$ cat src/hdl/pss_pkg.sv
// Shared constants and types for the program sequencer and return stack
`default_nettype none
package pss_pkg;
  localparam int PSS_PC_W = 12;
  localparam int PSS_PCL_W = 8;
  localparam int PSS_INSTR_W = 16;
  localparam int PSS_STK_DEPTH = 8;
  localparam int PSS_STK_PTR_W = 3;
  localparam int PSS_STK_CNT_W = 4;
  localparam int PSS_REG_ADDR_W = 4;
  localparam int PSS_OP_W = 3;

  // Reset vector and reset values
  localparam logic [11:0] PSS_RESET_VECTOR = 12'h000;
  localparam logic [7:0] PSS_PCL_RESET = 8'h00;
  localparam logic [15:0] PSS_INSTR_RESET = 16'h0000;

  // Phase one-hot codes; reset parks in the last phase so the first edge enters phase one
  localparam logic [3:0] PSS_PH_T1 = 4'h1;
  localparam logic [3:0] PSS_PH_T2 = 4'h2;
  localparam logic [3:0] PSS_PH_T3 = 4'h4;
  localparam logic [3:0] PSS_PH_T4 = 4'h8;
  localparam logic [3:0] PSS_PH_RESET = PSS_PH_T4;

  // Stack reset: pointer at the top, nothing in use
  localparam logic [2:0] PSS_STK_TOP_RESET = 3'h7;
  localparam logic [3:0] PSS_STK_CNT_RESET = 4'h0;
  localparam logic [3:0] PSS_STK_CNT_FULL = 4'h8;

  // Register map
  localparam logic [3:0] PSS_OFF_PCL = 4'h0;
  localparam logic [3:0] PSS_OFF_STATUS = 4'h1;
  localparam int PSS_STATUS_IRQ_BIT = 0;
  localparam int PSS_STATUS_VALID_BIT = 1;
  localparam int PSS_STATUS_PCL_PEND_BIT = 2;

  typedef enum logic [2:0] {
    PSS_OP_NONE,
    PSS_OP_JUMP,
    PSS_OP_CALL,
    PSS_OP_RET,
    PSS_OP_INTERRUPT_RETURN,
    PSS_OP_SKIP
  } pss_op_t;
endpackage
`default_nettype wire

$ cat src/hdl/pss_stack_if.sv
// Connection between the sequencer and its return stack
`default_nettype none
interface pss_stack_if;
  import pss_pkg::*;
  logic push;
  logic pop;
  logic [PSS_PC_W-1:0] push_data;
  logic [PSS_PC_W-1:0] top_data;
  logic full;
  logic empty;
  modport seq (output push, output pop, output push_data, input top_data, input full,
    input empty);
  modport stk (input push, input pop, input push_data, output top_data, output full,
    output empty);
endinterface
`default_nettype wire

$ cat src/hdl/pss_stack.sv
// Eight-level hardware return stack holding program counter values
`default_nettype none
module pss_stack
  import pss_pkg::*;
(
  input wire logic core_clk,
  input wire logic rst_n,
  pss_stack_if.stk stk
);
  logic [PSS_PC_W-1:0] mem_q [PSS_STK_DEPTH];
  logic [PSS_STK_PTR_W-1:0] top_q;
  logic [PSS_STK_CNT_W-1:0] cnt_q;
  wire [PSS_STK_PTR_W-1:0] next_top = top_q + 3'h1;
  wire [PSS_STK_PTR_W-1:0] prev_top = top_q - 3'h1;

  assign stk.full = (cnt_q == PSS_STK_CNT_FULL);
  assign stk.empty = (cnt_q == PSS_STK_CNT_RESET);
  assign stk.top_data = mem_q[top_q];

  // Circular storage: a push when full overwrites the oldest entry
  always_ff @(posedge core_clk) begin
    if (stk.push) begin
      mem_q[next_top] <= stk.push_data; // RULE12 RULE16
    end
  end

  always_ff @(posedge core_clk or negedge rst_n) begin
    if (!rst_n) begin
      top_q <= PSS_STK_TOP_RESET; // RULE14
      cnt_q <= PSS_STK_CNT_RESET; // RULE14
    end else if (stk.push) begin
      top_q <= next_top;
      cnt_q <= stk.full ? cnt_q : cnt_q + 4'h1; // RULE16
    end else if (stk.pop && !stk.empty) begin
      top_q <= prev_top; // RULE13
      cnt_q <= cnt_q - 4'h1;
    end
  end
endmodule
`default_nettype wire

$ cat src/hdl/pss_sequencer.sv
// Program sequencer: phase generator, program counter, fetch pipeline, stack control
// Operation
// (RULE1) Four non-overlapping phases from the system clock form one instruction cycle.
// (RULE2) Phase one advances the program counter and fetches the next word.
// (RULE3) Phases two to four decode and execute the previously fetched word.
// (RULE4) Fetch overlaps execute, giving one plain instruction per cycle.
// (RULE5) Counter-changing instructions cost one extra cycle before the branch lands.
// (RULE6) Sequential flow adds exactly one to the counter each instruction.
// (RULE7) Jump, call, interrupt and reset load the target straight into the counter.
// (RULE8) A taken skip discards the prefetched word and runs a dummy cycle.
// (RULE9) Counter is 12 bits; only the low byte is software visible.
// (RULE10) Low byte write jumps within the current 256-word page with a dummy cycle.
// (RULE11) Eight-entry return stack, neither entries nor pointer software visible.
// (RULE12) Call or interrupt acknowledge pushes the counter onto the stack.
// (RULE13) Subroutine or interrupt return pops the top entry into the counter.
// (RULE14) Reset sets the stack pointer to the top, stack empty.
// (RULE15) Full stack defers interrupt acknowledge until a return frees an entry.
// (RULE16) A call on a full stack proceeds and loses the oldest entry.
// (RULE17) After reset fetching begins at address zero.
// (RULE18) A call pushes the address of the instruction after the call.
`default_nettype none
module pss_sequencer
  import pss_pkg::*;
(
  input wire logic core_clk,
  input wire logic rst_n,
  input wire logic [3:0] reg_addr,
  input wire logic [7:0] reg_wdata,
  input wire logic reg_wr,
  input wire logic reg_rd,
  output logic [7:0] reg_rdata,
  output logic [11:0] pmem_addr,
  output logic pmem_rd,
  input wire logic [15:0] pmem_data,
  output logic [3:0] instruction_phase_clocks,
  output logic [15:0] instr_word,
  output logic instr_valid,
  input wire logic [2:0] exec_op,
  input wire logic [11:0] exec_target,
  input wire logic irq_req,
  input wire logic [11:0] irq_vector,
  output logic irq_ack
);
  pss_stack_if stk_if ();

  pss_stack u_stack (
    .core_clk(core_clk),
    .rst_n(rst_n),
    .stk(stk_if.stk)
  );

  logic [3:0] phase_q;
  logic [PSS_PC_W-1:0] pc_q;
  logic [PSS_PC_W-1:0] fetch_addr_q;
  logic [PSS_INSTR_W-1:0] fetch_word_q;
  logic [PSS_INSTR_W-1:0] instr_q;
  logic valid_q;
  // Nothing has been fetched before the first cycle after reset, so that cycle is a dummy
  logic primed_q;
  logic irq_pend_q;
  logic irq_ack_q;
  logic pcl_pend_q;
  logic [PSS_PCL_W-1:0] pcl_data_q;
  logic [7:0] rdata_q;

  // Decode of the instruction finishing at the end of phase four
  wire cycle_end = phase_q[3];
  wire [2:0] op = valid_q ? exec_op : 3'(PSS_OP_NONE);
  wire is_jump = (op == 3'(PSS_OP_JUMP));
  wire is_call = (op == 3'(PSS_OP_CALL));
  wire is_ret = (op == 3'(PSS_OP_RET)) || (op == 3'(PSS_OP_INTERRUPT_RETURN));
  wire is_skip = (op == 3'(PSS_OP_SKIP));
  wire branch = is_jump || is_call || is_ret || is_skip;

  // Register decode
  wire wr_pcl = reg_wr && (reg_addr == PSS_OFF_PCL);
  wire rd_pcl = reg_rd && (reg_addr == PSS_OFF_PCL);
  wire rd_status = reg_rd && (reg_addr == PSS_OFF_STATUS);
  wire [7:0] status_word = {5'h00, pcl_pend_q, valid_q, irq_pend_q};

  // A low-byte write waits for the end of the instruction cycle; a branch then wins
  wire pcl_want = pcl_pend_q || wr_pcl;
  wire [PSS_PCL_W-1:0] pcl_val = wr_pcl ? reg_wdata : pcl_data_q;
  wire pcl_take = pcl_want && !branch;
  wire irq_take = irq_pend_q && !stk_if.full && !branch && !pcl_take; // RULE15
  wire redirect = branch || pcl_take || irq_take;

  // Next fetch address chosen at the end of each instruction cycle
  wire [PSS_PC_W-1:0] pcl_target = {pc_q[11:8], pcl_val}; // RULE9 RULE10
  wire [PSS_PC_W-1:0] new_pc = (is_jump || is_call) ? exec_target : // RULE7
                               is_ret ? stk_if.top_data : // RULE13
                               pcl_take ? pcl_target : // RULE10
                               irq_take ? irq_vector : // RULE7
                               pc_q; // RULE6 RULE8
  wire [PSS_PC_W-1:0] pc_inc = new_pc + 12'h001;

  // Stack control; the word after the executing one is the fetched address
  assign stk_if.push = cycle_end && (is_call || irq_take); // RULE12 RULE16
  assign stk_if.pop = cycle_end && is_ret; // RULE13
  assign stk_if.push_data = fetch_addr_q; // RULE18

  // Four-phase generator
  always_ff @(posedge core_clk or negedge rst_n) begin
    if (!rst_n) begin
      phase_q <= PSS_PH_RESET;
    end else begin
      phase_q <= {phase_q[2:0], phase_q[3]}; // RULE1
    end
  end

  // Program counter and fetch address; both move on entering phase one
  always_ff @(posedge core_clk or negedge rst_n) begin
    if (!rst_n) begin
      pc_q <= PSS_RESET_VECTOR; // RULE17
      fetch_addr_q <= PSS_RESET_VECTOR; // RULE17
    end else if (cycle_end) begin
      fetch_addr_q <= new_pc; // RULE2
      pc_q <= pc_inc; // RULE2 RULE6
    end
  end

  // Fetch buffer filled at the end of phase two, handed to execute at cycle end
  always_ff @(posedge core_clk or negedge rst_n) begin
    if (!rst_n) begin
      fetch_word_q <= PSS_INSTR_RESET;
      instr_q <= PSS_INSTR_RESET;
      valid_q <= 1'b0;
      primed_q <= 1'b0;
    end else begin
      if (phase_q[1]) begin
        fetch_word_q <= pmem_data; // RULE4
      end
      if (cycle_end) begin
        instr_q <= fetch_word_q; // RULE3 RULE4
        valid_q <= primed_q && !redirect; // RULE5 RULE8 RULE10 RULE17
        primed_q <= 1'b1;
      end
    end
  end

  // Interrupt request latch; a new request wins over the acknowledge clear
  always_ff @(posedge core_clk or negedge rst_n) begin
    if (!rst_n) begin
      irq_pend_q <= 1'b0;
      irq_ack_q <= 1'b0;
    end else begin
      irq_pend_q <= irq_req || (irq_pend_q && !(cycle_end && irq_take)); // RULE15
      irq_ack_q <= cycle_end && irq_take; // RULE12 RULE15
    end
  end

  // Low-byte write capture
  always_ff @(posedge core_clk or negedge rst_n) begin
    if (!rst_n) begin
      pcl_pend_q <= 1'b0;
      pcl_data_q <= PSS_PCL_RESET;
    end else begin
      pcl_pend_q <= pcl_want && !(cycle_end && pcl_take); // RULE10
      if (wr_pcl) begin
        pcl_data_q <= reg_wdata;
      end
    end
  end

  // Read data one cycle after the strobe; stack state is never readable
  wire [7:0] rdata_d = rd_pcl ? pc_q[7:0] : rd_status ? status_word : 8'h00; // RULE9 RULE11
  always_ff @(posedge core_clk or negedge rst_n) begin
    if (!rst_n) begin
      rdata_q <= 8'h00;
    end else begin
      rdata_q <= rdata_d;
    end
  end

  assign reg_rdata = rdata_q;
  assign pmem_addr = fetch_addr_q;
  assign pmem_rd = phase_q[0]; // RULE2
  assign instruction_phase_clocks = phase_q; // RULE1
  assign instr_word = instr_q;
  assign instr_valid = valid_q;
  assign irq_ack = irq_ack_q;
endmodule
`default_nettype wire

$ cat config.mk
export PLATFORM = sky130hd
export DESIGN_NAME = pss_sequencer
export DESIGN_NICKNAME = d
export VERILOG_FILES = /design/src/hdl/pss_pkg.sv /design/src/hdl/pss_stack_if.sv /design/src/hdl/pss_stack.sv /design/src/hdl/pss_sequencer.sv
export SDC_FILE = /design/constraint.sdc
export NUM_CORES = 1
export LEC_CHECK = 0
export BUFFER_PORTS_ARGS = -buffer_cell sky130_fd_sc_hd__buf_4
export CORE_MARGIN = 3
export CORE_UTILIZATION = 52
export CTS_CLUSTER_SIZE = 25
export DETAILED_ROUTE_END_ITERATION = 10
export GPL_ROUTABILITY_DRIVEN = 0
export PLACE_DENSITY_LB_ADDON = 0.12
export SLEW_MARGIN = 20
export SYNTH_ARGS = -nofsm -noshare
export SYNTH_HDL_FRONTEND = slang
export SYNTH_SLANG_ARGS = --single-unit
$ cat constraint.sdc
create_clock -name core_clk -period 6.2 [get_ports core_clk]
set_input_delay 1.24 -clock core_clk [delete_from_list [all_inputs] [get_ports core_clk]]
set_output_delay 1.24 -clock core_clk [all_outputs]
set_load 0.1 [all_outputs]
Word level (Yosys, flattened, before mapping)
Memory sizes are Yosys's and may differ from the RTL's.
Index checks and enable logic that the tools add are counted.
W data, S select, Z words.
- $add $sub $neg: 5
- eq/ne operators: 8
- reductions and logical operators: 35
- muxes and demuxes: 15
- operator list (kind ; number):
    $mux W12 ; 4
    $mux W8 ; 2
    $logic_and A1 B1 Y1 ; 15
    $add A12 B1 Y12 const B ; 1
    $mux W3 ; 4
    $mux W4 ; 3
    $logic_or A1 B1 Y1 ; 9
    $logic_not A4 Y1 ; 2
    $logic_not A1 Y1 ; 7
    $eq A3 B2 Y1 const B ; 2
    $eq A3 B3 Y1 const B ; 2
    $add A4 B1 Y4 const B ; 1
    $eq A4 B1 Y1 const B ; 1
    $eq A4 B4 Y1 const B ; 1
    $sub A4 B1 Y4 const B ; 1
    $add A3 B1 Y3 const B ; 1
    $eq A3 B1 Y1 const B ; 1
    $sub A3 B1 Y3 const B ; 1
    $mux W1 ; 2
    $ne A2 B2 Y1 const B ; 1
    $reduce_and A2 Y1 ; 1
    $reduce_bool A2 Y1 ; 1
- input bits: 60
- output and inout port bits: 43
- logic and storage cells: 78
- bits in registers: 88
- memories kept: 1
- memory bits (writable): 96
- memories (name ; words ; width ; rd ports ; clocked after memory_dff ; wr ports ; line ; source):
    u_stack.mem_q ; 8 ; 12 ; 1 ; 0 ; 1 ; pss_stack.sv:10 ; logic [PSS_PC_W-1:0] mem_q [PSS_STK_DEPTH];

Depth between registers and ports, before layout
Gate-level depths: netlist of the first run.
- word-level depth: 14
- depth in mapped cells: 14
- mapped depth without buffers: 12

Cells and area by module
From an unflattened synthesis of the first run, not the netlist that was laid out.
- cell total of the unflattened synthesis: 560
- area total of the unflattened synthesis: 8280.4 sq um
- by module, submodules not included (module ; cells each ; instances ; seq. area each (sq um) ; area each (sq um)):
    pss_stack ; 198 ; 1 ; 3061.7 ; 4175.3
    pss_sequencer ; 362 ; 1 ; 2028.2 ; 4105.2

Worst setup path before layout of the first run
No wires, ideal clock.
- kind: input to register
- start: input exec_op[2]
- end: memory u_stack.mem_q[1][0], enable pin
- setup time: 0.413 ns
- slack: 1.796 ns
- buffers on the path: 1
- cell stages on the path: 8
- arrival: 3.992 ns
- required time: 5.787 ns
- cells stage by stage: buf_2 > nor3_1 > o211ai_2 > nor2_1 > nor2_1 > nor2_1 > clkinv_1 > nor4_1
- word-level cells in the longest chain between the ends: 13
- elaborated cells on any way between the ends: 19
- classes of those cells: 5 x eq/ne; 3 x mux; 11 x reduce/logical
- RTL lines (what ; line ; source):
    start, declared ; pss_sequencer.sv:38 ; input wire logic [2:0] exec_op,
    $mux W3 * ; pss_sequencer.sv:68 ; wire [2:0] op = valid_q ? exec_op : 3'(PSS_OP_NONE);
    $eq A3 B1 Y1 (tied with other cells) ; pss_sequencer.sv:69 ; wire is_jump = (op == 3'(PSS_OP_JUMP));
    $logic_or A1 B1 Y1, on equally long branches ; pss_sequencer.sv:73, pss_sequencer.sv:71 ;
    $logic_or A1 B1 Y1 (2 in a row) ; pss_sequencer.sv:73 ; wire branch = is_jump || is_call || is_ret || is_skip;
    $logic_not A1 Y1 ; pss_sequencer.sv:84, pss_sequencer.sv:85 ;
    $logic_and A1 B1 Y1 ; pss_sequencer.sv:84 ; wire pcl_take = pcl_want && !branch;
    $logic_not A1 Y1 ; pss_sequencer.sv:85 ; wire irq_take = irq_pend_q && !stk_if.full && !branch && !pcl_take;
    $logic_and A1 B1 Y1 ; pss_sequencer.sv:85 ;
    $logic_or A1 B1 Y1 * ; pss_sequencer.sv:98 ; assign stk_if.push = cycle_end && (is_call || irq_take);
    $logic_and A1 B1 Y1 * ; pss_sequencer.sv:98 ;
    $mux W1 * ; pss_stack.sv:22 ; if (stk.push) begin
    $mux W1 (not written as such) * ; pss_stack.sv:23 ; mem_q[next_top] <= stk.push_data;
    end, declared ; pss_stack.sv:10 ;
Every way passes the cells marked *; elsewhere a longest branch is shown, timed or not.

Worst setup path after layout of the first run
- start: input exec_op[0]
- end: register u_stack.cnt_q[3]
- word-level cells in the longest chain between the ends: 13
- elaborated cells on any way between the ends: 23
- classes of those cells: 6 x eq/ne; 2 x mux; 15 x reduce/logical
- RTL lines (what ; line ; source):
    $mux W3 * ; pss_sequencer.sv:68 ;
    $eq A3 B1 Y1 (tied with other cells) ; pss_sequencer.sv:69 ;
    $logic_or A1 B1 Y1, on equally long branches ; pss_sequencer.sv:73, pss_sequencer.sv:71 ;
    $logic_or A1 B1 Y1 (2 in a row) ; pss_sequencer.sv:73 ;
    $logic_not A1 Y1 ; pss_sequencer.sv:84, pss_sequencer.sv:85 ;
    $logic_and A1 B1 Y1 ; pss_sequencer.sv:84 ;
    $logic_not A1 Y1 ; pss_sequencer.sv:85 ;
    $logic_and A1 B1 Y1 ; pss_sequencer.sv:85 ;
    $logic_or A1 B1 Y1 ; pss_sequencer.sv:98 ;
    $logic_and A1 B1 Y1 ; pss_sequencer.sv:98 ;
    $ne A2 B2 Y1 (no source line) or $reduce_bool A2 Y1 (tied branches) ; - ;
    $reduce_and A2 Y1 (no source line) ; - ;
    end signal, assigned ; pss_stack.sv:33 ; cnt_q <= stk.full ? cnt_q : cnt_q + 4'h1;
    end signal, assigned ; pss_stack.sv:36 ; cnt_q <= cnt_q - 4'h1;
    end, declared ; pss_stack.sv:12 ; logic [PSS_STK_CNT_W-1:0] cnt_q;
Marks and branches as above.
A chain may end at the register's enable or synchronous reset.

==> results of run 1 <==
-- power by group --
part	leakage (uW)	switching, uW	internal, uW
registers	0.00204	14.1	1290
clock network	0.000294	456	681
logic	0.00162	109	80.2
-- synthesized netlist by cell type, drive strengths merged (4+ instances only) --
cell type	instances
mux2	54
edfxtp	96
dfstp	4
o22ai	5
ha	5
nand3	9
o211ai	8
nand2	25
nor3	15
o21ai	17
nor4	5
xnor2	11
a31oi	10
nor2	30
inv	8
mux2i	8
nor2b	4
mux4	24
buf	24
or3	5
clkbuf	4
dfrtp	84
and2	6
xor2	6
a21oi	18
a21o	4
-- routing by layer --
layer | wire (um) | GRT usage
met1 | 7770 | 0.298
met2 | 8630 | 0.342
met3 | 1020 | 0.0577
met4 | 370 | 0.0659
met5 | 0 | 0
-- final timing paths --
kind                                          endpoint  slack, ns
max in group asynchronous                 pmem_addr[9]       4.38
min in group asynchronous                 pmem_addr[3]       0.65
hold reg to reg            instruction_phase_clocks[3]       0.39
hold / removal             instruction_phase_clocks[3]       0.39
setup / recovery                      u_stack.cnt_q[3]       2.40
setup reg to reg                               pc_q[8]       2.71
-- final cells by class --
type                    instances  area (um2)  area share
multi-input cells             319        2820       0.291
flip-flops and latches        184        5090       0.526
clock buffers                  19         433      0.0447
clock inverters                13         193      0.0199
repair buffers                112         841      0.0869
inverters                      10        37.5     0.00388
well taps                     211         264      0.0273
-- sequential cells by signal, indices dropped and copies added, names as in the netlist --
signal / flops
irq_pend_q: 1
u_stack.mem_q: 96
pcl_data_q: 8
fetch_word_q: 16
instr_valid: 1
pc_q: 12
primed_q: 1
pmem_addr: 12
u_stack.cnt_q: 4
irq_ack: 1
instruction_phase_clocks: 4
u_stack.top_q: 3
instr_word: 16
reg_rdata: 8
pcl_pend_q: 1
-- cell families after synthesis --
| family | synth area share |
|---|---|
| buf+inv | 0.0273 |
| simple gates | 0.0782 |
| flops | 0.627 |
| mux | 0.151 |
| fa+ha+maj | 0.0102 |
| compound gates | 0.0876 |
| xor+xnor | 0.0183 |
-- metrics by stage --
step | power, uW | utilization | cell area (um2) | setup WS (ns) | hold WS [ns]
finish | 2630 | 0.634 | 9680 | 2.40 | 0.385
global placement | 1510 | 0.593 | 9050 | 2.04 | 0.365
detailed placement | 1520 | 0.593 | 9050 | 1.96 | 0.369
global route | 2720 | 0.634 | 9680 | 2.13 | 0.401
CTS | 2650 | 0.634 | 9680 | 2.42 | 0.387
floorplan | 1450 | - | 8120 | 1.80 | 0.437
-- critical path, cell delays in order --
cell      delay (ns)
buf_4           0.14
nor3_1          0.45
o211ai_2        0.21
nor2_1          0.18
nor2_1          0.07
nor2_1          0.33
clkinv_1        0.37
ha_1            0.38
a21o_2          0.21
a21oi_1         0.17
xnor2_1         0.14
nor2_1          0.07
xor2_1          0.16
==> metrics.txt, run 1 <==
# TYPE chip_impl_metric gauge
chip_impl_metric{name="maxSlewViolCount",unit=""} 0
chip_impl_metric{name="synth_edf_count",unit=""} 96
chip_impl_info{name="worst_setup_path_start_kind",value="primary input"} 1
chip_impl_metric{name="synthesis.area_per_instance",unit="um2"} 15.0
chip_impl_metric{name="post_cts_hold_buffer_count",unit=""} 0
chip_impl_metric{name="track_usage",unit=""} 0.216
chip_impl_metric{name="floorplan.rows",unit=""} 45
chip_impl_metric{name="port_buffers",unit=""} 102
chip_impl_metric{name="synth_largest_type_area_fraction",unit=""} 0.355
chip_impl_metric{name="first_pass_grt_wire_length",unit="um"} 27300
chip_impl_info{name="cp-end-kind",value="flip-flop"} 1
chip_impl_metric{name="clockBufferDepth",unit=""} 2
chip_impl_metric{name="fin_tns_setup",unit="ns"} 0
chip_impl_metric{name="whs_path_depth",unit=""} 0
chip_impl_metric{name="post_detailed_placement_half_perimeter_wirelength",unit="um"} 12300
chip_impl_metric{name="powerDensity",unit="nW/um2"} 272
chip_impl_metric{name="worst_clock_skew",unit="ns"} 0.00998
chip_impl_metric{name="ratio_of_cells_with_drive_above_1_in_the_final_layout",unit=""} 0.381
chip_impl_metric{name="antenna_found_initial",unit=""} 0
chip_impl_metric{name="synth_area",unit="um2"} 8120
chip_impl_metric{name="floorplan.die.height",unit="um"} 131
chip_impl_info{name="layout_commonest_cell",value="buf_4"} 1
chip_impl_metric{name="dr.pass1.iters",unit=""} 5
chip_impl_metric{name="worst_ep_arrival_time",unit="ns"} 4.11
chip_impl_metric{name="gr-total-overflow",unit=""} 0
chip_impl_metric{name="synth_cell_types",unit=""} 70
chip_impl_metric{name="dieWidth",unit="um"} 131
chip_impl_metric{name="timing.fmax",unit="MHz"} 263
chip_impl_metric{name="fill_cell_count",unit=""} 1133
chip_impl_metric{name="post_cts_resized",unit=""} 0
chip_impl_info{name="grt_setup_unrepaired",value="no"} 1
chip_impl_metric{name="worst-slew-pin-transition",unit="ns"} 0.949
chip_impl_info{name="hold_path_startpoint",value="instruction_phase_clocks[2]"} 1
chip_impl_metric{name="clk_pin_slew_worst_paths",unit="ns"} 0.07
chip_impl_info{name="cts_tree",value="yes"} 1
chip_impl_metric{name="dr_total_vias",unit=""} 5025
chip_impl_metric{name="post-route-drc-count",unit=""} 0
chip_impl_metric{name="synth.yosys.seq_area_share",unit=""} 0.627
chip_impl_metric{name="drt_wl_total",unit="um"} 17800
chip_impl_metric{name="post_cts_buffers",unit=""} 0
chip_impl_metric{name="initial_core_util",unit=""} 0.532
chip_impl_metric{name="via_per_inst",unit=""} 5.79
chip_impl_metric{name="flow.area_growth_from_synthesis",unit="%"} 19.2
chip_impl_info{name="worstHoldPathType",value="reg -> reg"} 1
chip_impl_metric{name="grt_pass1_vias",unit=""} 4994
chip_impl_metric{name="crit_required",unit="ns"} 6.51
chip_impl_metric{name="floorplan.die_area",unit="um2"} 17100
chip_impl_metric{name="crit_fanout",unit=""} 10
chip_impl_metric{name="ctsHtreeMaxLevel",unit=""} 4
chip_impl_metric{name="synth_async_sr_flop_share",unit=""} 0.478
chip_impl_info{name="timing.critical_path.from",value="exec_op[0]"} 1
chip_impl_info{name="yosys_most_used_dff",value="edfxtp_1"} 1
chip_impl_metric{name="ff2ff_path_depth",unit=""} 10
chip_impl_metric{name="slew_headroom",unit=""} 0.358
chip_impl_info{name="outcome",value="completed"} 1
chip_impl_metric{name="routed_antenna_nets",unit=""} 0
chip_impl_info{name="top_library_cells_by_usage_in_the_layout_fill_and_taps_aside",value="buf_4 (112), edfxtp_1 (96), dfrtp_1 (84), mux2_2 (54), nor2_1 (29)"} 1
chip_impl_metric{name="syn-instance-count",unit=""} 542
chip_impl_metric{name="num_antenna_cells",unit=""} 0
chip_impl_info{name="crit-reg2reg-launch",value="u_stack.top_q[0]"} 1
chip_impl_info{name="worst-setup-path-type",value="in -> reg"} 1
chip_impl_metric{name="cts_inserted_buffers",unit=""} 17
chip_impl_metric{name="finalNetCount",unit=""} 710
chip_impl_metric{name="hold_viol",unit=""} 0
chip_impl_metric{name="setup_violations",unit=""} 0
chip_impl_info{name="yosys.area.top_type",value="edfxtp_1"} 1
chip_impl_metric{name="num_io_pins",unit=""} 103
chip_impl_metric{name="vdd_ir_drop_max",unit="V"} 0.000192
chip_impl_metric{name="layoutNonFillerInstCount",unit=""} 868
chip_impl_info{name="ys_top_cells_by_area",value="edfxtp_1 (36%), dfrtp_1 (26%), mux2_2 (7.5%), mux4_2 (6.7%), nor2_1 (1.3%)"} 1
chip_impl_metric{name="synth.yosys.warnings",unit=""} 0
chip_impl_info{name="root_buf_cell",value="clkbuf_16"} 1
chip_impl_metric{name="mappedNetlistNets",unit=""} 608
chip_impl_metric{name="floorplan_core_area",unit="um2"} 15300
chip_impl_metric{name="cts.sink_count",unit=""} 184
chip_impl_metric{name="routed_wire_length_per_instance",unit="um"} 20.5
chip_impl_metric{name="numPlacedInstances",unit=""} 836
chip_impl_metric{name="initial_drc_count",unit=""} 422
chip_impl_metric{name="insertion_delay",unit="ns"} 0.43
chip_impl_metric{name="finalCriticalPeriod",unit="ns"} 3.80
chip_impl_metric{name="power_leakage",unit="uW"} 0.00396
chip_impl_metric{name="final.period_utilization",unit=""} 0.612
chip_impl_metric{name="synth.ff_latch_count",unit=""} 184
chip_impl_metric{name="grt_max_degree",unit=""} 77
chip_impl_metric{name="maxCapViolations",unit=""} 0
Note: power is estimated with default switching activity, not from simulation.
==> run 2: changes to the inputs <==
clock period = 3.4 ns   (was 6.2 ns; I/O delays follow)
==> run 2 against run 1 <==
Sequential power increased by 82%. Sequential share of layout area fell by 0.39 points. Setup slack worse by 2.0 ns. Highest routed layer unchanged. Routed wire length grew 2.6%. Register-to-register slack worse by 2.3 ns.
==> metrics.txt, run 2 (synthesis gave the netlist of run 1 again) <==
# TYPE chip_impl_metric gauge
chip_impl_info{name="outcome",value="completed"} 1
chip_impl_metric{name="numPlacedInstances",unit=""} 853
chip_impl_metric{name="maxCapViolations",unit=""} 0
chip_impl_metric{name="worst_ep_arrival_time",unit="ns"} 3.31
chip_impl_metric{name="routed_antenna_nets",unit=""} 0
chip_impl_metric{name="fin_tns_setup",unit="ns"} 0
chip_impl_metric{name="timing.fmax",unit="MHz"} 330
chip_impl_info{name="worst_setup_path_start_kind",value="flip-flop"} 1
chip_impl_metric{name="setup_violations",unit=""} 0
chip_impl_metric{name="num_io_pins",unit=""} 103
chip_impl_metric{name="largest_register_ff_count",unit=""} 96
chip_impl_metric{name="final.period_utilization",unit=""} 0.892
chip_impl_metric{name="powerDensity",unit="nW/um2"} 474
chip_impl_metric{name="cts_inserted_buffers",unit=""} 17
chip_impl_metric{name="post_cts_buffers",unit=""} 0
chip_impl_metric{name="p_clk_frac",unit=""} 0.406
chip_impl_metric{name="floorplan.rows",unit=""} 45
chip_impl_metric{name="port_buffers",unit=""} 102
chip_impl_info{name="worst-setup-path-type",value="reg -> reg"} 1
chip_impl_metric{name="insertion_delay",unit="ns"} 0.43
chip_impl_metric{name="crit_required",unit="ns"} 3.68
chip_impl_info{name="critical_path.top_delay_family",value="simple AND/OR/NAND/NOR gates"} 1
chip_impl_metric{name="dr_total_vias",unit=""} 5111
chip_impl_metric{name="via_per_inst",unit=""} 5.78
chip_impl_metric{name="maxSlewViolCount",unit=""} 0
chip_impl_metric{name="ratio_of_cells_with_drive_above_1_in_the_final_layout",unit=""} 0.398
chip_impl_metric{name="track_usage",unit=""} 0.221
chip_impl_info{name="timing.critical_path.slowest_stage_cell",value="or4b_4"} 1
chip_impl_metric{name="post_detailed_placement_half_perimeter_wirelength",unit="um"} 12600
chip_impl_metric{name="vdd_ir_drop_max",unit="V"} 0.000391
chip_impl_metric{name="multiInputGateArea",unit="um2"} 2820
chip_impl_info{name="root_buf_cell",value="clkbuf_16"} 1
chip_impl_metric{name="total_internal_power",unit="uW"} 3530
chip_impl_metric{name="post_cts_resized",unit=""} 0
chip_impl_metric{name="drt_wl_total",unit="um"} 18300
chip_impl_info{name="top_library_cells_by_usage_in_the_layout_fill_and_taps_aside",value="buf_4 (128), edfxtp_1 (96), dfrtp_1 (84), mux2_2 (54), nor2_1 (29)"} 1
chip_impl_metric{name="grt_max_degree",unit=""} 64
chip_impl_metric{name="grt_pass1_vias",unit=""} 5147
chip_impl_metric{name="post-route-drc-count",unit=""} 0
chip_impl_metric{name="crit_fanout",unit=""} 6
chip_impl_metric{name="share_comb_of_total_power",unit=""} 0.080
chip_impl_info{name="cts_tree",value="yes"} 1
chip_impl_metric{name="dieWidth",unit="um"} 131
chip_impl_metric{name="swShare",unit=""} 0.236
chip_impl_metric{name="setup_slack",unit="ns"} 0.366
chip_impl_metric{name="floorplan_core_area",unit="um2"} 15300
chip_impl_metric{name="switching_component_of_the_power",unit="uW"} 1090
chip_impl_metric{name="p_total",unit="uW"} 4620
chip_impl_metric{name="power_frac_seq",unit=""} 0.514
chip_impl_metric{name="clockBufferDepth",unit=""} 2
chip_impl_metric{name="worst_clock_skew",unit="ns"} 0.0101
chip_impl_metric{name="area.sequential",unit="um2"} 5090
chip_impl_metric{name="num_antenna_cells",unit=""} 0
chip_impl_info{name="largest_register",value="u_stack.mem_q"} 1
chip_impl_metric{name="layoutNonFillerInstCount",unit=""} 885
chip_impl_info{name="critical_path.most_common_cell",value="nand2_1"} 1
chip_impl_metric{name="clk_pin_slew_worst_paths",unit="ns"} 0.07
chip_impl_info{name="layout_commonest_cell",value="buf_4"} 1
chip_impl_metric{name="gr-total-overflow",unit=""} 0
chip_impl_info{name="crit_path_cell_trace",value="or4b_4, a221oi_4, o21ai_0, o211ai_1, nand2_1, inv_1, ha_1, nand2_1, or4_1, xor2_1, a21oi_1"} 1
chip_impl_metric{name="routed_wire_length_per_instance",unit="um"} 20.6
chip_impl_metric{name="cp_num_buf_inv",unit=""} 1
chip_impl_metric{name="floorplan.die.height",unit="um"} 131
chip_impl_metric{name="floorplan.die_area",unit="um2"} 17100
chip_impl_metric{name="first_pass_grt_wire_length",unit="um"} 28100
chip_impl_info{name="grt_setup_unrepaired",value="no"} 1
chip_impl_metric{name="place_worst_setup_slack",unit="ns"} 0.114
chip_impl_info{name="cp-end-kind",value="flip-flop"} 1
chip_impl_metric{name="hold_viol",unit=""} 0
chip_impl_metric{name="power_leakage",unit="uW"} 0.00403
chip_impl_metric{name="fill_cell_count",unit=""} 1115
chip_impl_info{name="worstHoldPathType",value="in -> async"} 1
chip_impl_metric{name="worst-slew-pin-transition",unit="ns"} 0.814
chip_impl_metric{name="initial_core_util",unit=""} 0.532
chip_impl_metric{name="flow.area_growth_from_synthesis",unit="%"} 20.1
chip_impl_metric{name="finalCriticalPeriod",unit="ns"} 3.03
chip_impl_metric{name="antenna_found_initial",unit=""} 0
chip_impl_metric{name="ctsHtreeMaxLevel",unit=""} 4
chip_impl_metric{name="initial_drc_count",unit=""} 502
chip_impl_metric{name="cts.sink_count",unit=""} 184
chip_impl_metric{name="dr.pass1.iters",unit=""} 5
chip_impl_metric{name="worst_hold_slack",unit="ns"} 0.334
chip_impl_metric{name="slew_headroom",unit=""} 0.457
chip_impl_metric{name="post_cts_hold_buffer_count",unit=""} 0
chip_impl_metric{name="finalNetCount",unit=""} 727
chip_impl_metric{name="worst_path_largest_cell_delay",unit="ns"} 0.63
-- run 2: cell types whose count changed in the layout (fill, tap and decap cells not counted), sizes merged --
cell and delta:
buf +17, inv +4, bufinv -4, clkbuf +2
clkinvlp -2
-- run 2: power by group through the flow --
stage	Sequential, uW	Combinational, uW	Clock, uW
after floorplan	2420	218	0
after global placement	2420	357	0
after detailed placement	2420	365	0
after CTS	2370	368	1900
after global routing	2370	400	2000
final	2370	370	1870
-- run 2: final cells by class --
cell class,instances,area share
inverter,10,0.00385
clock inverter,11,0.00886
multi-input combinational,319,0.289
tap,211,0.0271
sequential,184,0.522
timing repair buffer,129,0.101
clock buffer,21,0.0484
-- run 2: layer usage --
layer / up-vias / wire length (um) / GRT usage
met5: - / 0 / 0
met2: 172 / 8810 / 0.345
met3: 31 / 1100 / 0.0537
met1: 2607 / 8040 / 0.310
li1: 2301 / - / -
met4: 0 / 330 / 0.0690
-- run 2: stage by stage --
stage           util  cell area, um2
2_1_floorplan      -            8130
3_3_place_gp   0.602            9190
3_5_place_dp   0.602            9190
4_1_cts        0.639            9750
5_1_grt        0.639            9750
6_report       0.639            9750
-- run 2: final timing paths --
check                                                 start                           to  slack, ns  depth (start not counted)
min in group core_clk           instruction_phase_clocks[2]  instruction_phase_clocks[3]       0.39                          0
worst min register to register  instruction_phase_clocks[2]  instruction_phase_clocks[3]       0.39                          0
max in group asynchronous                             rst_n                 pmem_addr[3]       2.37                          2
worst max register to register             u_stack.cnt_q[1]                      pc_q[8]       0.37                         11
worst max-delay path                       u_stack.cnt_q[1]                      pc_q[8]       0.37                         11
worst min-delay path                                  rst_n                 pmem_addr[2]       0.33                          1
-- run 2: worst reg2reg max path, cell delays in order (launching register included) --
cell	delay, ns
dfrtp_1	0.46
or4b_4	0.63
a221oi_4	0.36
o21ai_0	0.13
o211ai_1	0.13
nand2_1	0.09
inv_1	0.08
ha_1	0.23
nand2_1	0.12
or4_1	0.44
xor2_1	0.15
a21oi_1	0.08
